===== src/hdl/ccg_map.svh =====
// Register map and timing counts of the CPU clock generator
`ifndef CCG_MAP_SVH
`define CCG_MAP_SVH

`define CCG_CLK_SEL_ADDR 16'hfffb
`define CCG_CLK_SEL_RESET 8'h02
`define CCG_SPEED_BIT 1
`define CCG_SW_FAST_TO_SLOW 3'h4
`define CCG_SW_SLOW_TO_FAST 3'h2
`define CCG_QUARTER_LAST 2'h3
`define CCG_STAB_LOG2_RC 7
`define CCG_STAB_LOG2_XTAL 15
`define CCG_PTAP_N 6

`endif


===== src/hdl/ccg_pkg.sv =====
// Types shared by the CPU clock generator files
package ccg_pkg;

    typedef struct packed {
        logic [15:0] addr;
        logic wr;
        logic rd;
        logic bit_wr;
        logic [2:0] bit_pos;
        logic [7:0] wdata;
    } ccg_bus_req_t;

    typedef enum logic [4:0] {
        CCG_ST_BOOT = 5'h01,
        CCG_ST_RUN = 5'h02,
        CCG_ST_HALT = 5'h04,
        CCG_ST_STOP = 5'h08,
        CCG_ST_WAKE = 5'h10
    } ccg_state_t;

endpackage


===== src/hdl/ccg_clk_div.sv =====
// Divider chain: CPU clock enable and peripheral clock enables
`timescale 1ns/1ps
`include "ccg_map.svh"

module ccg_clk_div (
    input wire logic mclk, // System clock
    input wire logic reset, // Async reset, active high
    input wire logic run, // Oscillator running
    input wire logic cpu_en, // CPU clock allowed
    input wire logic speed, // 1: divide by four
    output logic cpu_tick, // One CPU clock period ends
    output logic [`CCG_PTAP_N-1:0] periph_tick // Tap i: system clock / 2^(i+1)
);

    logic [1:0] cpu_cnt_q;
    logic [1:0] cpu_cnt_d;
    logic [`CCG_PTAP_N-1:0] div_q;
    logic [`CCG_PTAP_N-1:0] div_d;

    // Phase restarts at every tick, so a new ratio never gives a short period
    assign cpu_tick = cpu_en && (!speed || cpu_cnt_q == `CCG_QUARTER_LAST);
    assign cpu_cnt_d = (!cpu_en || cpu_tick) ? 2'h0 : cpu_cnt_q + 2'h1;
    assign div_d = run ? div_q + {{(`CCG_PTAP_N-1){1'b0}}, 1'b1} : div_q;

    genvar gi;
    generate
        for (gi = 0; gi < `CCG_PTAP_N; gi++) begin : g_tap
            assign periph_tick[gi] = run && (&div_q[gi:0]);
        end
    endgenerate

    always_ff @(posedge mclk or posedge reset) begin
        if (reset) begin
            cpu_cnt_q <= 2'h0;
            div_q <= '0;
        end else begin
            cpu_cnt_q <= cpu_cnt_d;
            div_q <= div_d;
        end
    end

endmodule // ccg_clk_div


===== src/hdl/ccg_top.sv =====
// CPU clock generator: speed select register, switch-over, start-up and standby
// Summary of operation
// - Bit 1 of the clock select register picks full speed at 0 and the clock over four at 1.
// - Reset loads the clock select register with 02h so the CPU starts slow.
// - One shortest instruction lasts two periods of the selected CPU clock.
// - After the speed bit changes, the old clock keeps running for a few instructions.
// - Switch-over takes at most 4 clocks going slow and at most 2 clocks going fast.
// - Switch-over clocks are counted in periods of the CPU clock in effect before it.
// - While reset is held the CPU stays in reset and the oscillator is stopped.
// - After reset the oscillator starts and 2^7 periods pass (2^15 for crystal) before the CPU runs.
// - After that wait the CPU runs at the slow speed given by the reset value.
// - The stop instruction halts the oscillator.
// - Two standby modes exist, stop and halt, both controlled here.
// - Peripheral clocks come from dividing the system clock and stop when it stops.
// - The clock select register takes both single-bit and byte accesses.
`timescale 1ns/1ps
`include "ccg_map.svh"

module ccg_top #(
    parameter int STAB_LOG2 = `CCG_STAB_LOG2_RC // Use CCG_STAB_LOG2_XTAL for crystal
) (
    input wire logic mclk, // System clock, 250 MHz
    input wire logic reset, // Async reset, active high
    input ccg_pkg::ccg_bus_req_t bus_req, // CPU register access
    input wire logic stop_req, // CPU executes stop, one-cycle pulse
    input wire logic halt_req, // CPU executes halt, one-cycle pulse
    input wire logic wake, // Standby release request
    output logic [7:0] rdata_q, // Read data, one cycle after rd
    output logic cpu_reset_q, // CPU held in reset
    output logic osc_run_q, // Oscillator running
    output logic cpu_tick_q, // CPU clock enable pulse
    output logic instr_tick_q, // Shortest instruction boundary
    output logic cpu_speed_q, // Clock in effect, 1: divided by four
    output logic [`CCG_PTAP_N-1:0] periph_tick_q, // Peripheral clock enables
    output logic [1:0] standby_q // Bit 1: stop, bit 0: halt
);

    localparam logic [15:0] STAB_LAST = 16'((32'd1 << STAB_LOG2) - 32'd1);

    ccg_pkg::ccg_state_t state_q;
    ccg_pkg::ccg_state_t state_d;
    logic [7:0] clk_sel_q;
    logic [7:0] clk_sel_d;
    logic [15:0] stab_cnt_q;
    logic [15:0] stab_cnt_d;
    logic [2:0] sw_cnt_q;
    logic [2:0] sw_cnt_d;
    logic half_q;
    logic cpu_speed_d;
    logic cpu_tick;
    logic [`CCG_PTAP_N-1:0] periph_tick;

    // Register decode
    wire addr_hit = bus_req.addr == `CCG_CLK_SEL_ADDR;
    wire byte_wr = addr_hit && bus_req.wr;
    wire bit_wr = addr_hit && bus_req.bit_wr;
    wire rd_hit = addr_hit && bus_req.rd;
    wire [7:0] rdata_d = rd_hit ? clk_sel_q : 8'h00;

    genvar gi;
    generate
        for (gi = 0; gi < 8; gi++) begin : g_sel_bit
            assign clk_sel_d[gi] = byte_wr ? bus_req.wdata[gi] :
                (bit_wr && bus_req.bit_pos == 3'(gi)) ? bus_req.wdata[0] :
                clk_sel_q[gi];
        end
    endgenerate

    wire speed_sel = clk_sel_q[`CCG_SPEED_BIT];
    wire st_boot = state_q == ccg_pkg::CCG_ST_BOOT;
    wire st_run = state_q == ccg_pkg::CCG_ST_RUN;
    wire st_wake = state_q == ccg_pkg::CCG_ST_WAKE;
    wire stab_done = stab_cnt_q == STAB_LAST;

    // Oscillator wait after reset or stop
    assign stab_cnt_d = (st_boot || st_wake) && !stab_done ? stab_cnt_q + 16'h0001 : 16'h0000;

    always_comb begin
        state_d = state_q;
        unique case (state_q)
            ccg_pkg::CCG_ST_BOOT: if (stab_done) state_d = ccg_pkg::CCG_ST_RUN;
            ccg_pkg::CCG_ST_RUN: begin
                if (stop_req) begin
                    state_d = ccg_pkg::CCG_ST_STOP;
                end else if (halt_req) begin
                    state_d = ccg_pkg::CCG_ST_HALT;
                end
            end
            ccg_pkg::CCG_ST_HALT: if (wake) state_d = ccg_pkg::CCG_ST_RUN;
            ccg_pkg::CCG_ST_STOP: if (wake) state_d = ccg_pkg::CCG_ST_WAKE;
            ccg_pkg::CCG_ST_WAKE: if (stab_done) state_d = ccg_pkg::CCG_ST_RUN;
            default: state_d = ccg_pkg::CCG_ST_BOOT;
        endcase
    end

    // Old clock stays in effect for a fixed number of its own periods
    wire sw_pending = speed_sel != cpu_speed_q;
    // A tick in the load cycle is already one old period
    wire [2:0] sw_load = (cpu_speed_q ? `CCG_SW_SLOW_TO_FAST : `CCG_SW_FAST_TO_SLOW)
        - (cpu_tick ? 3'h1 : 3'h0);
    assign sw_cnt_d = !sw_pending ? 3'h0 :
        (sw_cnt_q == 3'h0) ? sw_load :
        cpu_tick ? sw_cnt_q - 3'h1 : sw_cnt_q;
    // Swap only on a CPU period boundary
    assign cpu_speed_d = (sw_pending && sw_cnt_q == 3'h1 && cpu_tick) ? speed_sel : cpu_speed_q;

    ccg_clk_div u_div (
        .mclk(mclk),
        .reset(reset),
        .run(osc_run_q),
        .cpu_en(st_run),
        .speed(cpu_speed_q),
        .cpu_tick(cpu_tick),
        .periph_tick(periph_tick)
    );

    always_ff @(posedge mclk or posedge reset) begin
        if (reset) begin
            state_q <= ccg_pkg::CCG_ST_BOOT;
            clk_sel_q <= `CCG_CLK_SEL_RESET;
            stab_cnt_q <= 16'h0000;
            sw_cnt_q <= 3'h0;
            cpu_speed_q <= 1'b1;
            half_q <= 1'b0;
            rdata_q <= 8'h00;
            cpu_reset_q <= 1'b1;
            osc_run_q <= 1'b0;
            cpu_tick_q <= 1'b0;
            instr_tick_q <= 1'b0;
            periph_tick_q <= '0;
            standby_q <= 2'h0;
        end else begin
            state_q <= state_d;
            clk_sel_q <= clk_sel_d;
            stab_cnt_q <= stab_cnt_d;
            sw_cnt_q <= sw_cnt_d;
            cpu_speed_q <= cpu_speed_d;
            half_q <= cpu_tick ? !half_q : half_q;
            rdata_q <= rdata_d;
            cpu_reset_q <= state_d == ccg_pkg::CCG_ST_BOOT;
            osc_run_q <= state_d != ccg_pkg::CCG_ST_STOP;
            cpu_tick_q <= cpu_tick;
            instr_tick_q <= cpu_tick && half_q;
            periph_tick_q <= periph_tick;
            standby_q <= {state_d == ccg_pkg::CCG_ST_STOP, state_d == ccg_pkg::CCG_ST_HALT};
        end
    end
endmodule // ccg_top


===== config.mk =====
export PLATFORM = sky130hd
export DESIGN_NAME = ccg_top
export DESIGN_NICKNAME = d
export VERILOG_FILES = /design/src/hdl/ccg_pkg.sv /design/src/hdl/ccg_clk_div.sv /design/src/hdl/ccg_top.sv
export VERILOG_INCLUDE_DIRS = /design/src /design/src/hdl
export SDC_FILE = /design/constraint.sdc
export NUM_CORES = 1
export LEC_CHECK = 0
export BUFFER_PORTS_ARGS = -buffer_cell sky130_fd_sc_hd__buf_4
export CAP_MARGIN = 20
export CORE_MARGIN = 5
export CORE_UTILIZATION = 36
export CTS_CLUSTER_DIAMETER = 30
export DETAILED_ROUTE_END_ITERATION = 6
export PLACE_DENSITY = 0.59
export SYNTH_ARGS = -nofsm -noshare
export SYNTH_HDL_FRONTEND = slang
export SYNTH_SLANG_ARGS = --single-unit

===== constraint.sdc =====
create_clock -name mclk -period 2.1 [get_ports mclk]
set_input_delay 0.525 -clock mclk [delete_from_list [all_inputs] [get_ports mclk]]
set_output_delay 0.525 -clock mclk [all_outputs]
set_load 0.1 [all_outputs]

# After elaboration in Yosys (flattened, before gate mapping)
# Index checks and enable logic that the tools add are counted.
[word_totals]
output_inout_bits = 21
in_bits = 35
wordCells = 124
reg_bits = 62
[classes]
eq_ne = 22
muxes = 30
n_addsub = 5
n_reduce_logical = 45
[ops]
columns = ["cell", "n"]
rows = [
  ["5-bit 2-to-1 mux", 5],
  ["1-bit logical AND", 22],
  ["5-bit case mux with 4 select lines", 1],
  ["1-bit 2-to-1 mux", 17],
  ["16-bit by 1-bit adder with 16-bit output, second input constant", 1],
  ["16-bit equality test, second input constant", 1],
  ["16-bit by 7-bit equality test with 1-bit output, second input constant", 1],
  ["16-bit 2-to-1 mux", 1],
  ["2-bit nonzero test", 8],
  ["3-bit equality test, second input constant", 4],
  ["3-bit 2-to-1 mux", 4],
  ["5-bit by 1-bit equality test with 1-bit output, second input constant", 2],
  ["5-bit by 3-bit equality test with 1-bit output, second input constant", 2],
  ["5-bit by 4-bit equality test with 1-bit output, second input constant", 2],
  ["8-bit 2-to-1 mux", 1],
  ["6-bit by 1-bit adder with 6-bit output, second input constant", 1],
  ["3-bit by 1-bit equality test with 1-bit output, second input constant", 2],
  ["3-bit by 2-bit equality test with 1-bit output, second input constant", 2],
  ["3-bit zero test", 2],
  ["6-bit AND reduction", 1],
  ["5-bit by 2-bit equality test with 1-bit output, second input constant", 1],
  ["5-bit equality test, second input constant", 1],
  ["5-bit by 4-bit inequality test with 1-bit output, second input constant", 1],
  ["5-bit AND reduction", 1],
  ["other kinds (13)", 18],
]

# Longest topological paths before layout
[logic_depth]
depth_word = 7
mapped_depth = 6

# Modules after synthesis
# A second synthesis with hierarchy kept.
[unflattened]
hier_cells = 287
hier_area_um2 = 3001.6
[by_module_without_submodules]
columns = ["mod", "area_each_um2", "instances", "seq_area_each_um2", "cells_per_inst"]
rows = [
  ["ccg_top", 2565.0, 1, 1356.3, 252],
  ["ccg_clk_div", 436.7, 1, 200.2, 35],
]

# Least setup slack after synthesis
# Ideal clock, no wire load.
[synth_timing]
path_kind = "register -> register"
start = "reg osc_run_q"
end = "reg u_div.div_q[5]"
required_ns = 2.021
slack_ns = 0.261
t_arrival_ns = 1.759
path_stages_with_launch = 6
setup_ns = 0.079
path_buffers = 1
synth_period_minus_slack_ns = 1.839
path_cell_list = "dfrtp_1 clkbuf_1 and2_1 nand3_1 nor2_1 xor2_1"
[synth_rtl]
columns = ["element", "line_no", "rtl"]
rows = [
  ["start: declaration", "ccg_top.sv:30", "output logic osc_run_q,"],
  ["start signal: assignment", "ccg_top.sv:141", "osc_run_q <= state_d != ccg_pkg::CCG_ST_STOP;"],
  ["end signal: assignment", "ccg_clk_div.sv:38", "div_q <= div_d;"],
  ["end: declaration", "ccg_clk_div.sv:17", "logic [`CCG_PTAP_N-1:0] div_q;"],
]

# Final worst setup path
[layout_timing]
start = "reg state_q[4]"
end = "reg cpu_speed_q"
[layout_via]
elab_chain_cells = 3
[layout_rtl]
columns = ["element", "line_no", "rtl"]
rows = [
  ["start: declaration", "ccg_top.sv:40", "ccg_pkg::ccg_state_t state_q;"],
  ["start signal: assignment", "ccg_top.sv:119", "state_q <= ccg_pkg::CCG_ST_BOOT;"],
  ["start signal: assignment", "ccg_top.sv:133", "state_q <= state_d;"],
  ["5-bit by 2-bit equality test with 1-bit output", "ccg_top.sv:71", "wire st_run = state_q == ccg_pkg::CCG_ST_RUN;"],
  ["1-bit logical AND", "ccg_clk_div.sv:21", "assign cpu_tick = cpu_en && (!speed || cpu_cnt_q == `CCG_QUARTER_LAST);"],
  ["1-bit logical AND", "ccg_top.sv:105", "assign cpu_speed_d = (sw_pending && sw_cnt_q == 3'h1 && cpu_tick) ? speed_sel : cpu_speed_q;"],
  ["end signal: assignment", "ccg_top.sv:137", "cpu_speed_q <= cpu_speed_d;"],
  ["end: declaration", "ccg_top.sv:33", "output logic cpu_speed_q,"],
]
# Every way passes these cells.
# A chain may end at the register's enable or synchronous reset.

==> metrics <==
outcome=finished, final reports clean; post-DP HPWL=4530 µm; most numerous cell in the Yosys netlist=dfrtp_1; Critical Path Start Type=flip-flop; # setup viols final=0; Syn Nets=328; drt first pass iters=6; starting density of the core=0.370; CP Capture Type=flip-flop; Hold WS=252 ps; data required time of the worst path=2360 ps; largest net degree at the start of global routing=63; Static Leak=1.74 nW; Seq cells post-synth=62; Cells after Synth=285; H-tree Lvls=3; CP peak stage delay=470 ps; Filler Cells Inserted=791; global-route wire length before repair=11200 µm; area of the core=0.00822 mm²; Remaining DRCs=0; Critical Path Fanout Max=7; Syn Std Cell Area=0.00304 mm²; RSZ-0062 raised after global routing=no; CP cell instances=nor4_4 > nand3_2 > nor3b_2 > mux2_1; ys flop type=dfrtp_1; CTS tree=built; sequential area share after synthesis=0.513; slew margin rel.=0.645; clock-pin transition on the worst setup and hold timing paths=70 ps; Crit path arrival time=2040 ps; clk_lat worst skew=330 ps; Cell Rows=33; average size of a mapped cell=10.7 µm²; Area Overhead vs Synth=23.9%; Synth async-reset ratio=1.00; Synth top cells by count=dfrtp_1, nor2_1, and3_1, nand2_1, xor2_1; Least-Margin Pin Slew=528 ps; library cells used by synthesis=49; DRT antenna net count=0; post-CTS setup buffers=0; Synth area leaders=dfrtp_1, dfstp_2, nor2_1; Die ar.=0.0104 mm²; Crit path max-delay family=simple AND/OR/NAND/NOR gates; Die Ht=102 µm; Max VDD drop=0.000269 V; number of port buffers=55; global route overflow=0; share of layout cells above drive strength 1=0.260; vias in the first global route=2397; nets=388; number of enable flip-flop cells after synthesis=0; Sequential Area=0.00156 mm²; max-slew violations=0; setup TNS=0 ps; WL/cell=14.2 µm; slowest CP cell=dfrtp_1; number of CTS-inserted buffers=9; DR iter-0 viols=98; initial antenna violation count=0; routed vias/inst=5.14; Crit Path Class=flip-flop to flip-flop; HP Class=input pin to asynchronous set/reset pin; GR Util All Layers=0.136; Hold Buf Count CTS=0; Longest Clk Path Bufs=2; buffer and inverter count on the worst path=0; CTS sink count=62; Max Freq=0.562 GHz; Root Driver=clkbuf_8; io pins=56; die width=102 µm; shortest period the worst path allows=1780 ps; Multi-input gate area=0.00138 mm²; Antenna Cells=0; post-cts resize count=0; cell taking the most area after synthesis=dfrtp_1; Hold Violations, Final=0; via count=2339; max cap viols=0; Synth warnings=0; overall routed net length=6440 µm; skew final=6.83 ps; Pwr Density=618 mW/mm²; fin crit share=0.848; share of the synthesized area in the top cell type=0.478; gpl congestion=0.855
[power breakdown]
group          switching, mW  internal, mW  total [mW]
Sequential         0.0000643          1.19        1.19
Clock                  0.473         0.544        1.02
Combinational         0.0572        0.0549       0.112
Total                  0.530          1.79        2.32
[through the flow]
stage	cells	setup slack, ps	util	instance area [µm²]	total power, mW
CTS	455	313	0.458	3760	2.36
detailed placement	439	297	0.435	3570	1.33
finish	455	320	0.458	3760	2.32
floorplan	285	40.2	-	3040	1.26
global route	455	166	0.458	3760	2.42
global placement	439	315	0.435	3570	1.33
[tightest hold or removal path: cells and delay by family]
kind	cells	cell delay, ps
buffers and inverters	3	450
[metal layers]
metal	share of wire	wire, µm	GRT usage	vias to the layer above
met5	0	0	0	-
met4	0.013	81	0.0555	0
met3	0.041	267	0.0328	6
met2	0.48	3080	0.218	54
met1	0.47	3010	0.177	1132
li1	-	-	-	1147
[sequential cells by signal, indices dropped and copies added (netlist names)]
register,flops
half_q,1
state_q,5
cpu_reset_q,1
periph_tick_q,6
sw_cnt_q,3
rdata_q,8
u_div.cpu_cnt_q,2
standby_q,2
cpu_speed_q,1
u_div.div_q,6
cpu_tick_q,1
stab_cnt_q,16
instr_tick_q,1
clk_sel_q,8
osc_run_q,1
[kinds of logic after synthesis]
family	synth area share
mux	0.0185
compound gates	0.122
xor+xnor	0.0490
fa+ha+maj	0.0330
buf+inv	0.0346
simple gates	0.230
flops	0.513
[final timing paths]
kind                                     from            endpoint  slack, ps  depth (start not counted)
max                                state_q[4]         cpu_speed_q        320                          4
min                                     reset      stab_cnt_q[11]        250                          3
max reg2reg                        state_q[4]         cpu_speed_q        320                          4
min reg2reg                u_div.cpu_cnt_q[0]  u_div.cpu_cnt_q[0]        440                          1
max in group asynchronous               reset        clk_sel_q[1]       1540                          3
min in group mclk                  bus_req[5]        clk_sel_q[5]        420                          2
[cells in the final DEF, fill, tap and decap left out, drive strengths merged, types with 4 or more instances in the layout]
cell / count
ha: 8
and2: 8
nand2: 13
nand3: 9
buf: 61
xnor2: 5
inv: 10
clkbuf: 10
dfstp: 4
o21ai: 8
o31ai: 5
and3: 14
o22a: 4
nor2: 28
mux2: 5
and4: 5
nand4: 10
nand2b: 6
xor2: 12
a21oi: 11
dfrtp: 58
or3: 4
nor2b: 6
a31oi: 4
[layout make-up]
type | count | area share
Clock buffer | 10 | 0.0339
Tap cell | 105 | 0.0349
Timing Repair Buffer | 61 | 0.125
Multi-Input combinational cell | 201 | 0.366
Inverter | 10 | 0.00998
Sequential cell | 62 | 0.414
Clock inverter | 6 | 0.0166
No activity file was read; power rests on OpenSTA's default activity.
